--- src/rtl/plz_pkg.sv ---
// Package holding object indices, bit positions and carrier types.
package plz_pkg;

  // ---------------------------------------------------------------
  // Object indices
  // ---------------------------------------------------------------
  localparam logic [15:0] OBJ_INPUT_FUNC   = 16'h2020;
  localparam logic [15:0] OBJ_STATUS_WORD  = 16'h6041;
  localparam logic [15:0] OBJ_LATCH_CTRL   = 16'h60B8;
  localparam logic [15:0] OBJ_LATCH_STATE  = 16'h60B9;
  localparam logic [15:0] OBJ_LATCH_POS    = 16'h60BA;

  // ---------------------------------------------------------------
  // Field positions
  // ---------------------------------------------------------------
  localparam int IFN_COMP_REQ_BIT   = 0;
  localparam int SW_REACHED_BIT     = 10;
  localparam int SW_FOUND_BIT       = 12;
  localparam int SW_COMP_BIT        = 15;
  localparam int LC_ENABLE_BIT      = 0;
  localparam int LC_MODE_BIT        = 1;
  localparam int LC_ARM_BIT         = 4;
  localparam int LC_USED_BITS       = 8;

  // ---------------------------------------------------------------
  // Reset values
  // ---------------------------------------------------------------
  localparam logic [15:0] LATCH_CTRL_RST = 16'h0000;
  localparam logic [15:0] INPUT_FUNC_RST = 16'h0000;
  localparam logic [31:0] POS_RST        = 32'h0000_0000;

  // Latch state object, low byte meaningful, the rest reads zero.
  typedef struct packed {
    logic [23:0] zero;       // Upper bits, always zero.
    logic        cont_tog;   // Toggles on every continuous capture.
    logic [4:0]  rsvd;       // Reserved, zero.
    logic        captured;   // A position has been captured.
    logic        enabled;    // Capture unit is enabled.
  } plz_latch_state_s;

  // Homing report from the homing logic.
  typedef struct packed {
    logic reached;           // Target reached.
    logic found;             // Index signal found.
  } plz_homing_s;

endpackage : plz_pkg

--- src/rtl/plz_top.sv ---
// Homing compensation handshake and index-pulse position capture unit.
// The object port stands in for the fieldbus mailbox: one strobe, one
// index and one 32-bit word per access, 16-bit objects in the low half.
`timescale 1ns/1ps
module plz_top #(
  parameter int POS_W = 32                // Feedback position width.
) (
  input  wire logic              i_ref_clk,    // 125 MHz clock.
  input  wire logic              i_rst_b,      // Sync reset, active low.
  input  wire logic              i_obj_wr,     // Object write strobe.
  input  wire logic              i_obj_rd,     // Object read strobe.
  input  wire logic [15:0]       i_obj_idx,    // Object index.
  input  wire logic [31:0]       i_obj_wdata,  // Object write data.
  output logic      [31:0]       o_obj_rdata,  // Object read data.
  output logic                   o_obj_rvalid, // Read answer pulse.
  input  wire plz_pkg::plz_homing_s i_homing,  // Homing report.
  input  wire logic              i_enc_index,  // Encoder index pulse.
  input  wire logic [POS_W-1:0]  i_fb_pos,     // Feedback position.
  output logic                   o_fb_zero,    // Clear feedback to zero.
  output logic                   o_comp_on,    // Compensation active.
  output logic      [15:0]       o_status_word // Homing status bits.
);

  // ---------------------------------------------------------------
  // State
  // ---------------------------------------------------------------
  logic [15:0]      input_func_r, input_func_nxt;
  logic [15:0]      latch_ctrl_r, latch_ctrl_nxt;
  logic             comp_r,       comp_nxt;
  logic             zero_r,       zero_nxt;
  logic [15:0]      sw_r,         sw_nxt;
  logic             index_d_r,    index_d_nxt;
  logic             arm_d_r,      arm_d_nxt;
  logic             armed_r,      armed_nxt;
  logic             capt_r,       capt_nxt;
  logic             tog_r,        tog_nxt;
  logic [POS_W-1:0] pos_r,        pos_nxt;
  logic [31:0]      rdata_r,      rdata_nxt;
  logic             rvalid_r,     rvalid_nxt;

  // ---------------------------------------------------------------
  // Decoded controls
  // ---------------------------------------------------------------
  logic             homing_done;
  logic             index_rise;
  logic             arm_rise;
  logic             lc_en;
  logic             lc_cont;
  logic             lc_arm;
  logic             take;
  plz_pkg::plz_latch_state_s state_w;

  // ---------------------------------------------------------------
  // Homing compensation handshake
  // ---------------------------------------------------------------
  // The request is only honoured while homing reports done, so a bit
  // set too early by the host simply waits for homing to finish.
  always_comb begin
    homing_done = i_homing.reached & i_homing.found;
    comp_nxt    = homing_done &
                  input_func_r[plz_pkg::IFN_COMP_REQ_BIT];
    // One zeroing pulse on the cycle compensation becomes active.
    zero_nxt    = comp_nxt & ~comp_r;
    // Bits 10 and 12 mirror the homing report one cycle late; they are not
    // latched, so a lost homing shows at once.
    sw_nxt      = 16'h0000;
    sw_nxt[plz_pkg::SW_REACHED_BIT] = i_homing.reached;
    sw_nxt[plz_pkg::SW_FOUND_BIT]   = i_homing.found;
    sw_nxt[plz_pkg::SW_COMP_BIT]    = comp_nxt;
  end

  // Status bits are registered beside the compensation flag so that bit 15
  // never shows without bits 10 and 12 in the same word.
  always_ff @(posedge i_ref_clk) begin
    if (!i_rst_b) begin
      comp_r <= 1'b0;
      zero_r <= 1'b0;
      sw_r   <= 16'h0000;
    end else begin
      comp_r <= comp_nxt;
      zero_r <= zero_nxt;
      sw_r   <= sw_nxt;
    end
  end

  // ---------------------------------------------------------------
  // Capture unit
  // ---------------------------------------------------------------
  always_comb begin
    lc_en       = latch_ctrl_r[plz_pkg::LC_ENABLE_BIT];
    lc_cont     = latch_ctrl_r[plz_pkg::LC_MODE_BIT];
    lc_arm      = latch_ctrl_r[plz_pkg::LC_ARM_BIT];
    index_d_nxt = i_enc_index;
    arm_d_nxt   = lc_arm;
    // The index must be seen low for a cycle between pulses; a pin held
    // high gives one capture only, never one per clock.
    index_rise  = i_enc_index & ~index_d_r;
    arm_rise    = lc_arm & ~arm_d_r;
    take        = lc_en & armed_r & index_rise;
    armed_nxt   = armed_r;
    capt_nxt    = capt_r;
    tog_nxt     = tog_r;
    pos_nxt     = pos_r;
    // A disarm written the cycle before an index edge wins, so that capture
    // is dropped rather than reported after the host has let go.
    if (!lc_en || !lc_arm) begin
      // Dropping enable or arm withdraws the capture request.
      armed_nxt = 1'b0;
      capt_nxt  = 1'b0;
    end else if (arm_rise) begin
      // A fresh arm edge starts a new handshake.
      armed_nxt = 1'b1;
      capt_nxt  = 1'b0;
    end else if (take) begin
      pos_nxt   = i_fb_pos;
      capt_nxt  = 1'b1;
      if (lc_cont) begin
        tog_nxt = ~tog_r;
      end else begin
        armed_nxt = 1'b0;
      end
    end
  end

  // The state word is built from registered flags only, so a read sees
  // the capture one cycle after the index edge, together with the position.
  always_comb begin
    state_w          = '0;
    state_w.enabled  = lc_en;
    state_w.captured = capt_r;
    state_w.cont_tog = tog_r;
  end

  always_ff @(posedge i_ref_clk) begin
    if (!i_rst_b) begin
      index_d_r <= 1'b0;
      arm_d_r   <= 1'b0;
      armed_r   <= 1'b0;
      capt_r    <= 1'b0;
      tog_r     <= 1'b0;
      pos_r     <= POS_W'(plz_pkg::POS_RST);
    end else begin
      index_d_r <= index_d_nxt;
      arm_d_r   <= arm_d_nxt;
      armed_r   <= armed_nxt;
      capt_r    <= capt_nxt;
      tog_r     <= tog_nxt;
      pos_r     <= pos_nxt;
    end
  end

  // ---------------------------------------------------------------
  // Object access
  // ---------------------------------------------------------------
  // Only the low byte of the latch control is implemented; upper bits
  // are stored but steer nothing.
  always_comb begin
    input_func_nxt = input_func_r;
    latch_ctrl_nxt = latch_ctrl_r;
    // Writes to read-only or unknown indices fall to the default and are
    // dropped without any error answer.
    if (i_obj_wr) begin
      case (i_obj_idx)
        plz_pkg::OBJ_INPUT_FUNC: input_func_nxt = i_obj_wdata[15:0];
        plz_pkg::OBJ_LATCH_CTRL: latch_ctrl_nxt = i_obj_wdata[15:0];
        default: ;
      endcase
    end
    rvalid_nxt = i_obj_rd;
    rdata_nxt  = rdata_r;
    if (i_obj_rd) begin
      case (i_obj_idx)
        plz_pkg::OBJ_INPUT_FUNC:  rdata_nxt = {16'h0000, input_func_r};
        plz_pkg::OBJ_STATUS_WORD: rdata_nxt = {16'h0000, sw_r};
        plz_pkg::OBJ_LATCH_CTRL:  rdata_nxt = {16'h0000, latch_ctrl_r};
        plz_pkg::OBJ_LATCH_STATE: rdata_nxt = state_w;
        plz_pkg::OBJ_LATCH_POS:   rdata_nxt = 32'(pos_r);
        default:                  rdata_nxt = 32'h0000_0000;
      endcase
    end
  end

  // A read in the same cycle as a write to that object returns the old
  // value; the host sees its write one cycle later.
  always_ff @(posedge i_ref_clk) begin
    if (!i_rst_b) begin
      input_func_r <= plz_pkg::INPUT_FUNC_RST;
      latch_ctrl_r <= plz_pkg::LATCH_CTRL_RST;
      rdata_r      <= 32'h0000_0000;
      rvalid_r     <= 1'b0;
    end else begin
      input_func_r <= input_func_nxt;
      latch_ctrl_r <= latch_ctrl_nxt;
      rdata_r      <= rdata_nxt;
      rvalid_r     <= rvalid_nxt;
    end
  end

  // ---------------------------------------------------------------
  // Outputs
  // ---------------------------------------------------------------
  // Every output is a register, so downstream timing sees no decode logic.
  assign o_obj_rdata   = rdata_r;
  assign o_obj_rvalid  = rvalid_r;
  assign o_fb_zero     = zero_r;
  assign o_comp_on     = comp_r;
  assign o_status_word = sw_r;

endmodule : plz_top

--- config.mk ---
export PLATFORM = sky130hd
export DESIGN_NAME = plz_top
export DESIGN_NICKNAME = d
export VERILOG_FILES = /design/src/rtl/plz_pkg.sv /design/src/rtl/plz_top.sv
export SDC_FILE = /design/constraint.sdc
export NUM_CORES = 1
export LEC_CHECK = 0
export BUFFER_PORTS_ARGS = -buffer_cell sky130_fd_sc_hd__buf_2
export CAP_MARGIN = 10
export CORE_UTILIZATION = 46
export DETAILED_ROUTE_END_ITERATION = 6
export HOLD_SLACK_MARGIN = 0.03
export PLACE_DENSITY_LB_ADDON = 0.12
export RECOVER_POWER = 100
export REMOVE_ABC_BUFFERS = 1
export SYNTH_ARGS = -nofsm -noshare
export SYNTH_HDL_FRONTEND = slang
export SYNTH_SLANG_ARGS = --single-unit
--- constraint.sdc ---
create_clock -name i_ref_clk -period 2.2 [get_ports i_ref_clk]
set_clock_uncertainty 0.2 [all_clocks]
set_input_delay 0.11 -clock i_ref_clk [delete_from_list [all_inputs] [get_ports i_ref_clk]]
set_output_delay 0.11 -clock i_ref_clk [all_outputs]
set_load 0.02 [all_outputs]
==> results.md, run 1 <==
- Outcome: complete, no violations
- Leak: 2.06 nW
- Fillers: 821
- Final GP Congestion: 0.805
- Power density cells: 594 mW/mm^2
- Distinct cells, synth: 38
- Critical Path Sink: latch_ctrl_r[12]
- CTS H-tree depth: 3
- Critical Path Sink Type: register
- R2r startpoint: latch_ctrl_r[0]
- Cell count after synthesis: 499
- #FFs+latches synth: 106
- Critical path depth: 8
- Largest net degree at the start of global routing: 33
- Core box area: 0.00924 mm^2
- Hold crit path type: primary input to register
- IO Port Bufs: 108
- FF/Latch Area: 0.00212 mm^2
- Worst Max-Slew Pin Slew: 0.727 ns
- CP Max Fanout: 10
- Std cell rows: 35
- Clk_lat worst skew: 0.36 ns
- Tcrit/Tclk final: 0.916
- Starting Density: 0.476
- Die X: 99.8 um
- Startpoint Class: primary input
- Global route overflow: 0
- Most common cell after layout, fill and taps aside: nand2_1
- DR WL/cell: 14.0 um
- Global-route usage over all layers: 0.235
- Synth Cell Area: 0.00440 mm^2
- Nets: 756
- FF-to-FF End: pos_r[25]
- Final Hold Fails: 0
- Tmin final: 2.02 ns
- Tot Pwr: 3.41 mW
- Area taken by multi-input logic gates: 0.00198 mm^2
- Slew headroom: 0.515
- Area grow syn2layout: 30.7%
- Post-Route WL: 11,200 um
- Setup bufs post-CTS: 0
- Worst Path Arrival: 2.10 ns
- Residual DRC: 0
- ANT cells: 0
- Initial drt markers: 194
- Worst path bufs/invs: 3
- Final setup viols: 0
- Worst Setup SP: i_obj_idx[8]
- CTS tree: done
- Register area share after synthesis: 0.483
- CTS Buffer Depth: 2
- Clock transition at path regs: 0.10 ns
- Drt pass-1 iters: 7
- Finished Layout Cells: 803
- Post-synth EDFFs: 0
- Asr flop ratio synth: 0
- Die H: 99.8 um
- Initial antenna violation count: 0
- Reg-to-reg slack, setup: 0.37 ns
- Num ports: 138
- DIE AREA: 0.00995 mm^2
- Setup TNS: 0 ns
- Slowest-stage cell, CP: or4b_1
- VDD IR max: 0.308 mV
- Via count: 4,027
- Commonest non-fill, non-tap cells in the layout: nand2_1 (164), dfxtp_1 (106), a21boi_0 (70)
- Max Slew Vio Count: 0
- Number of global-route vias before repair: 3,876
- Largest delay share family, worst path: simple AND/OR/NAND/NOR gates
- Final core occ: 0.622
- Worst Setup Path Type: primary input to register
- Worst reg-to-reg path cell count: 4
- Ys Warns: 0
- Worst endpoint required time: 2.28 ns
- # clock sinks: 106
- Share of cells above drive strength 1: 0.196
- Root buf cell: clkbuf_8
- CTS buffer count: 9
- Crit path cell chain: buf_2 > or4b_1 > nor4_4 > clkbuf_2 > and2_1 > buf_4 > nand2_1 > a21boi_0
- Antenna violation net count after detailed routing: 0
- Synth Area per Inst: 8.81 um^2
- Vias/cell: 5.01
- Post-detail-place hpwl: 7500 um
- Dominant synthesized flop cell: dfxtp_1
- Hold WS: 0.0738 ns
- Max-cap violations: 0
- RSZ-0062 raised after global routing: no
- Dpl cells: 734
- Worst stage delay on the critical path: 0.67 ns
- First-pass GRT wire length: 18,300 um
- Fmax: 496 MHz
## state kept, by name, summed over array words and instances (netlist names)
| register | flops |
|---|---|
| o_obj_rdata | 32 |
| o_status_word | 2 |
| o_fb_zero | 1 |
| index_d_r | 1 |
| o_obj_rvalid | 1 |
| latch_ctrl_r | 16 |
| tog_r | 1 |
| o_comp_on | 1 |
| capt_r | 1 |
| pos_r | 32 |
| arm_d_r | 1 |
| armed_r | 1 |
| input_func_r | 16 |
## power breakdown
part | total (mW) | switching (mW) | internal, mW
Combinational | 0.267 | 0.119 | 0.148
Clock | 1.22 | 0.679 | 0.540
Sequential | 1.93 | 0.00260 | 1.92
## through the flow
step | worst slack [ns] | cell area, um^2
global route | 0.0532 | 5740
detailed placement | -0.149 | 5140
floorplan | -0.387 | 4160
global placement | -0.0726 | 5140
CTS | 0.235 | 5870
finish | 0.185 | 5740
## cells in the mapped netlist, types with 3 or more instances
cell type	count	area, um^2
o21ai_0	13	65.1
buf_6	3	33.8
nor2b_1	5	31.3
a21boi_0	60	450
clkbuf_1	21	78.8
a21boi_2	20	225
nand2_1	164	616
a222oi_1	14	140
buf_2	5	25.0
and2_1	7	43.8
nor3_1	3	15.0
nand3_1	17	85.1
nor2_1	6	22.5
buf_4	18	135
and3_1	4	25.0
dfxtp_1	106	2120
nor4_4	3	63.8
## timing repair
item                       4_1_cts  5_1_grt
hold buffers                    53        0
resized for setup                0        0
setup endpoints to repair        0        0
hold endpoints to repair        85        0
## kinds of logic (layout without fill, tap and decap cells)
logic type / after synthesis / in the layout / synth area share
AOI/OAI and AO/OA: 118 / 118 / 0.219
xor gates and xnor gates: 1 / 1 / 0.00199
buffers and inverters: 50 / 213 / 0.0646
DFF: 106 / 106 / 0.483
other: 1 / 13 / 0.000853
and+or+nand+nor: 223 / 223 / 0.231
## metal layers
| layer | wire length (um) | global-route usage | part of all wire | up-vias |
|---|---|---|---|---|
| met3 | 507 | 0.0408 | 0.045 | 21 |
| met5 | 0 | 0 | 0 | - |
| met1 | 5040 | 0.296 | 0.45 | 1864 |
| met2 | 5450 | 0.404 | 0.49 | 130 |
| li1 | - | - | - | 2012 |
| met4 | 203 | 0.0803 | 0.018 | 0 |
## worst reg2reg max path, cell delays in order (launching register included)
cell and delay, ns:
dfxtp_1 0.41, nand4b_1 0.20, or2_2 0.63, nand2_1 0.18, a21boi_0 0.10
## how the worst min path moves through the flow
| stage | slack, ns | depth (start not counted) | startpoint | to |
|---|---|---|---|---|
| 4_1_cts | 0.06 | 5 | i_obj_wr | latch_ctrl_r[6] |
| 5_1_grt | 0.07 | 5 | i_obj_wr | latch_ctrl_r[6] |
| 3_5_place_dp | 0.13 | 2 | i_homing[0] | o_status_word[12] |
| 2_1_floorplan | 0.03 | 1 | i_enc_index | index_d_r |
| 3_3_place_gp | 0.13 | 2 | i_homing[0] | o_status_word[12] |
| 6_report | 0.07 | 5 | i_obj_wr | latch_ctrl_r[6] |
## layout make-up
type / instances / share of cell area
clock inverters: 6 / 0.0126
flip-flops and latches: 106 / 0.369
well taps: 129 / 0.0281
clock buffers: 10 / 0.0222
multi-input cells: 355 / 0.344
repair buffers: 196 / 0.223
inverters: 1 / 0.000654
Power figures use the tool's default switching activity.
==> inputs of run 2 (changes only) <==
--- a/config.mk
+++ b/config.mk
@@ -8,10 +8,10 @@
 export BUFFER_PORTS_ARGS = -buffer_cell sky130_fd_sc_hd__buf_2
 export CAP_MARGIN = 10
 export CORE_UTILIZATION = 46
+export CTS_CLUSTER_SIZE = 40
 export DETAILED_ROUTE_END_ITERATION = 6
 export HOLD_SLACK_MARGIN = 0.03
 export PLACE_DENSITY_LB_ADDON = 0.12
-export RECOVER_POWER = 100
 export REMOVE_ABC_BUFFERS = 1
 export SYNTH_ARGS = -nofsm -noshare
 export SYNTH_HDL_FRONTEND = slang
==> results.md, run 2 (synthesis results as in run 1) <==
- Outcome: complete, no violations
- Hold crit path type: primary input to register
- Residual DRC: 0
- Die X: 99.8 um
- # clock sinks: 106
- Clk_lat worst skew: 0.36 ns
- Vias/cell: 5.02
- CTS buffer count: 9
- Global-route usage over all layers: 0.235
- Num ports: 138
- Final setup margin: 0.251 ns
- Max-cap violations: 0
- Startpoint Class: primary input
- CP Max Fanout: 9
- Tcrit/Tclk final: 0.886
- DR WL/cell: 13.9 um
- CTS tree: done
- Core box area: 0.00924 mm^2
- Die H: 99.8 um
- Final Hold Fails: 0
- Fin area: 0.00587 mm^2
- Leak: 2.27 nW
- Number of global-route vias before repair: 3,876
- Area grow syn2layout: 33.6%
- Nets: 756
- Worst Path Arrival: 2.03 ns
- Max Slew Vio Count: 0
- Drt pass-1 iters: 7
- CTS H-tree depth: 3
- ANT cells: 0
- DIE AREA: 0.00995 mm^2
- Antenna violation net count after detailed routing: 0
- Root buf cell: clkbuf_8
- Std cell rows: 35
- Commonest non-fill, non-tap cells in the layout: nand2_1 (164), buf_2 (108), dfxtp_1 (106)
- Worst Max-Slew Pin Slew: 0.725 ns
- Worst Setup Path Type: primary input to register
- Pre-CTS setup slack: -0.149 ns
- RSZ-0062 raised after global routing: no
- Largest net degree at the start of global routing: 33
- Final GP Congestion: 0.805
- Slew headroom: 0.517
- Clock transition at path regs: 0.11 ns
- Tmin final: 1.95 ns
- Final setup viols: 0
- Global route overflow: 0
- IO Port Bufs: 108
- Initial antenna violation count: 0
- Via count: 4,031
- CTS Buffer Depth: 2
- Starting Density: 0.476
- Post-detail-place hpwl: 7500 um
- Initial drt markers: 199
- CTS resizes: 0
- Fmax: 513 MHz
- Post-Route WL: 11,200 um
- Power density cells: 582 mW/mm^2
- VDD IR max: 0.305 mV
- Setup TNS: 0 ns
- Critical Path Sink Type: register
- DP Area: 0.00514 mm^2
- Most common cell after layout, fill and taps aside: nand2_1
- First-pass GRT wire length: 18,300 um
- Worst endpoint required time: 2.28 ns
- Share of cells above drive strength 1: 0.273
## run 2: cell count changes in the layout (fill, tap and decap cells not counted), sizes merged
cell	change
clkbuf	-46
buf	+46
## run 2: where the power goes
part / internal (mW) / leakage (nW) / switching (mW)
clock network: 0.540 / 0.0975 / 0.677
logic: 0.152 / 1.32 / 0.120
registers: 1.92 / 0.855 / 0.00250
total: 2.61 / 2.27 / 0.800
## run 2: worst paths after layout
path / depth (start not counted) / startpoint / to / slack (ns)
setup / recovery: 8 / i_obj_idx[8] / o_obj_rdata[20] / 0.25
hold / removal: 5 / i_obj_wr / latch_ctrl_r[6] / 0.07
setup reg to reg: 4 / latch_ctrl_r[0] / pos_r[25] / 0.37
hold reg to reg: 2 / o_obj_rdata[5] / o_obj_rdata[5] / 0.26
## run 2: cell type report
cell class / instances / area, um^2
Fill cell: 785 / 3370
Timing Repair Buffer: 196 / 1350
Inverter: 1 / 3.75
Clock buffer: 10 / 128
Multi-Input combinational cell: 355 / 2040
Sequential cell: 106 / 2120
Tap cell: 129 / 161
Clock inverter: 6 / 72.6
## run 2: metrics by stage
stage / hold WS (ns) / power (mW) / std cells / util
2_1_floorplan: 0.0317 / 2.04 / 462 / -
3_3_place_gp: 0.132 / 2.17 / 734 / 0.556
3_5_place_dp: 0.128 / 2.17 / 734 / 0.556
4_1_cts: 0.0603 / 3.44 / 803 / 0.635
5_1_grt: 0.0732 / 3.54 / 803 / 0.635
6_report: 0.0736 / 3.41 / 803 / 0.635
## run 2: per-layer routing
metal / vias to the layer above / GRT usage / wire (um)
li1: 2011 / - / -
met1: 1866 / 0.296 / 4780
met2: 135 / 0.404 / 5520
met3: 19 / 0.0408 / 663
met4: 0 / 0.0803 / 195
met5: - / 0 / 0
## run 2: timing repair
| action | 4_1_cts | 5_1_grt |
|---|---|---|
| setup buffers | 0 | 0 |
| hold buffers | 53 | 0 |
| setup endpoints to repair | 0 | 0 |
| endpoints found under the hold margin | 85 | 0 |
## run 2: critical path: stages
cell,delay [ns]
buf_2,0.09
or4b_1,0.69
buf_4,0.22
nor4_4,0.23
buf_4,0.22
buf_4,0.18
nand3_1,0.08
a21boi_0,0.20
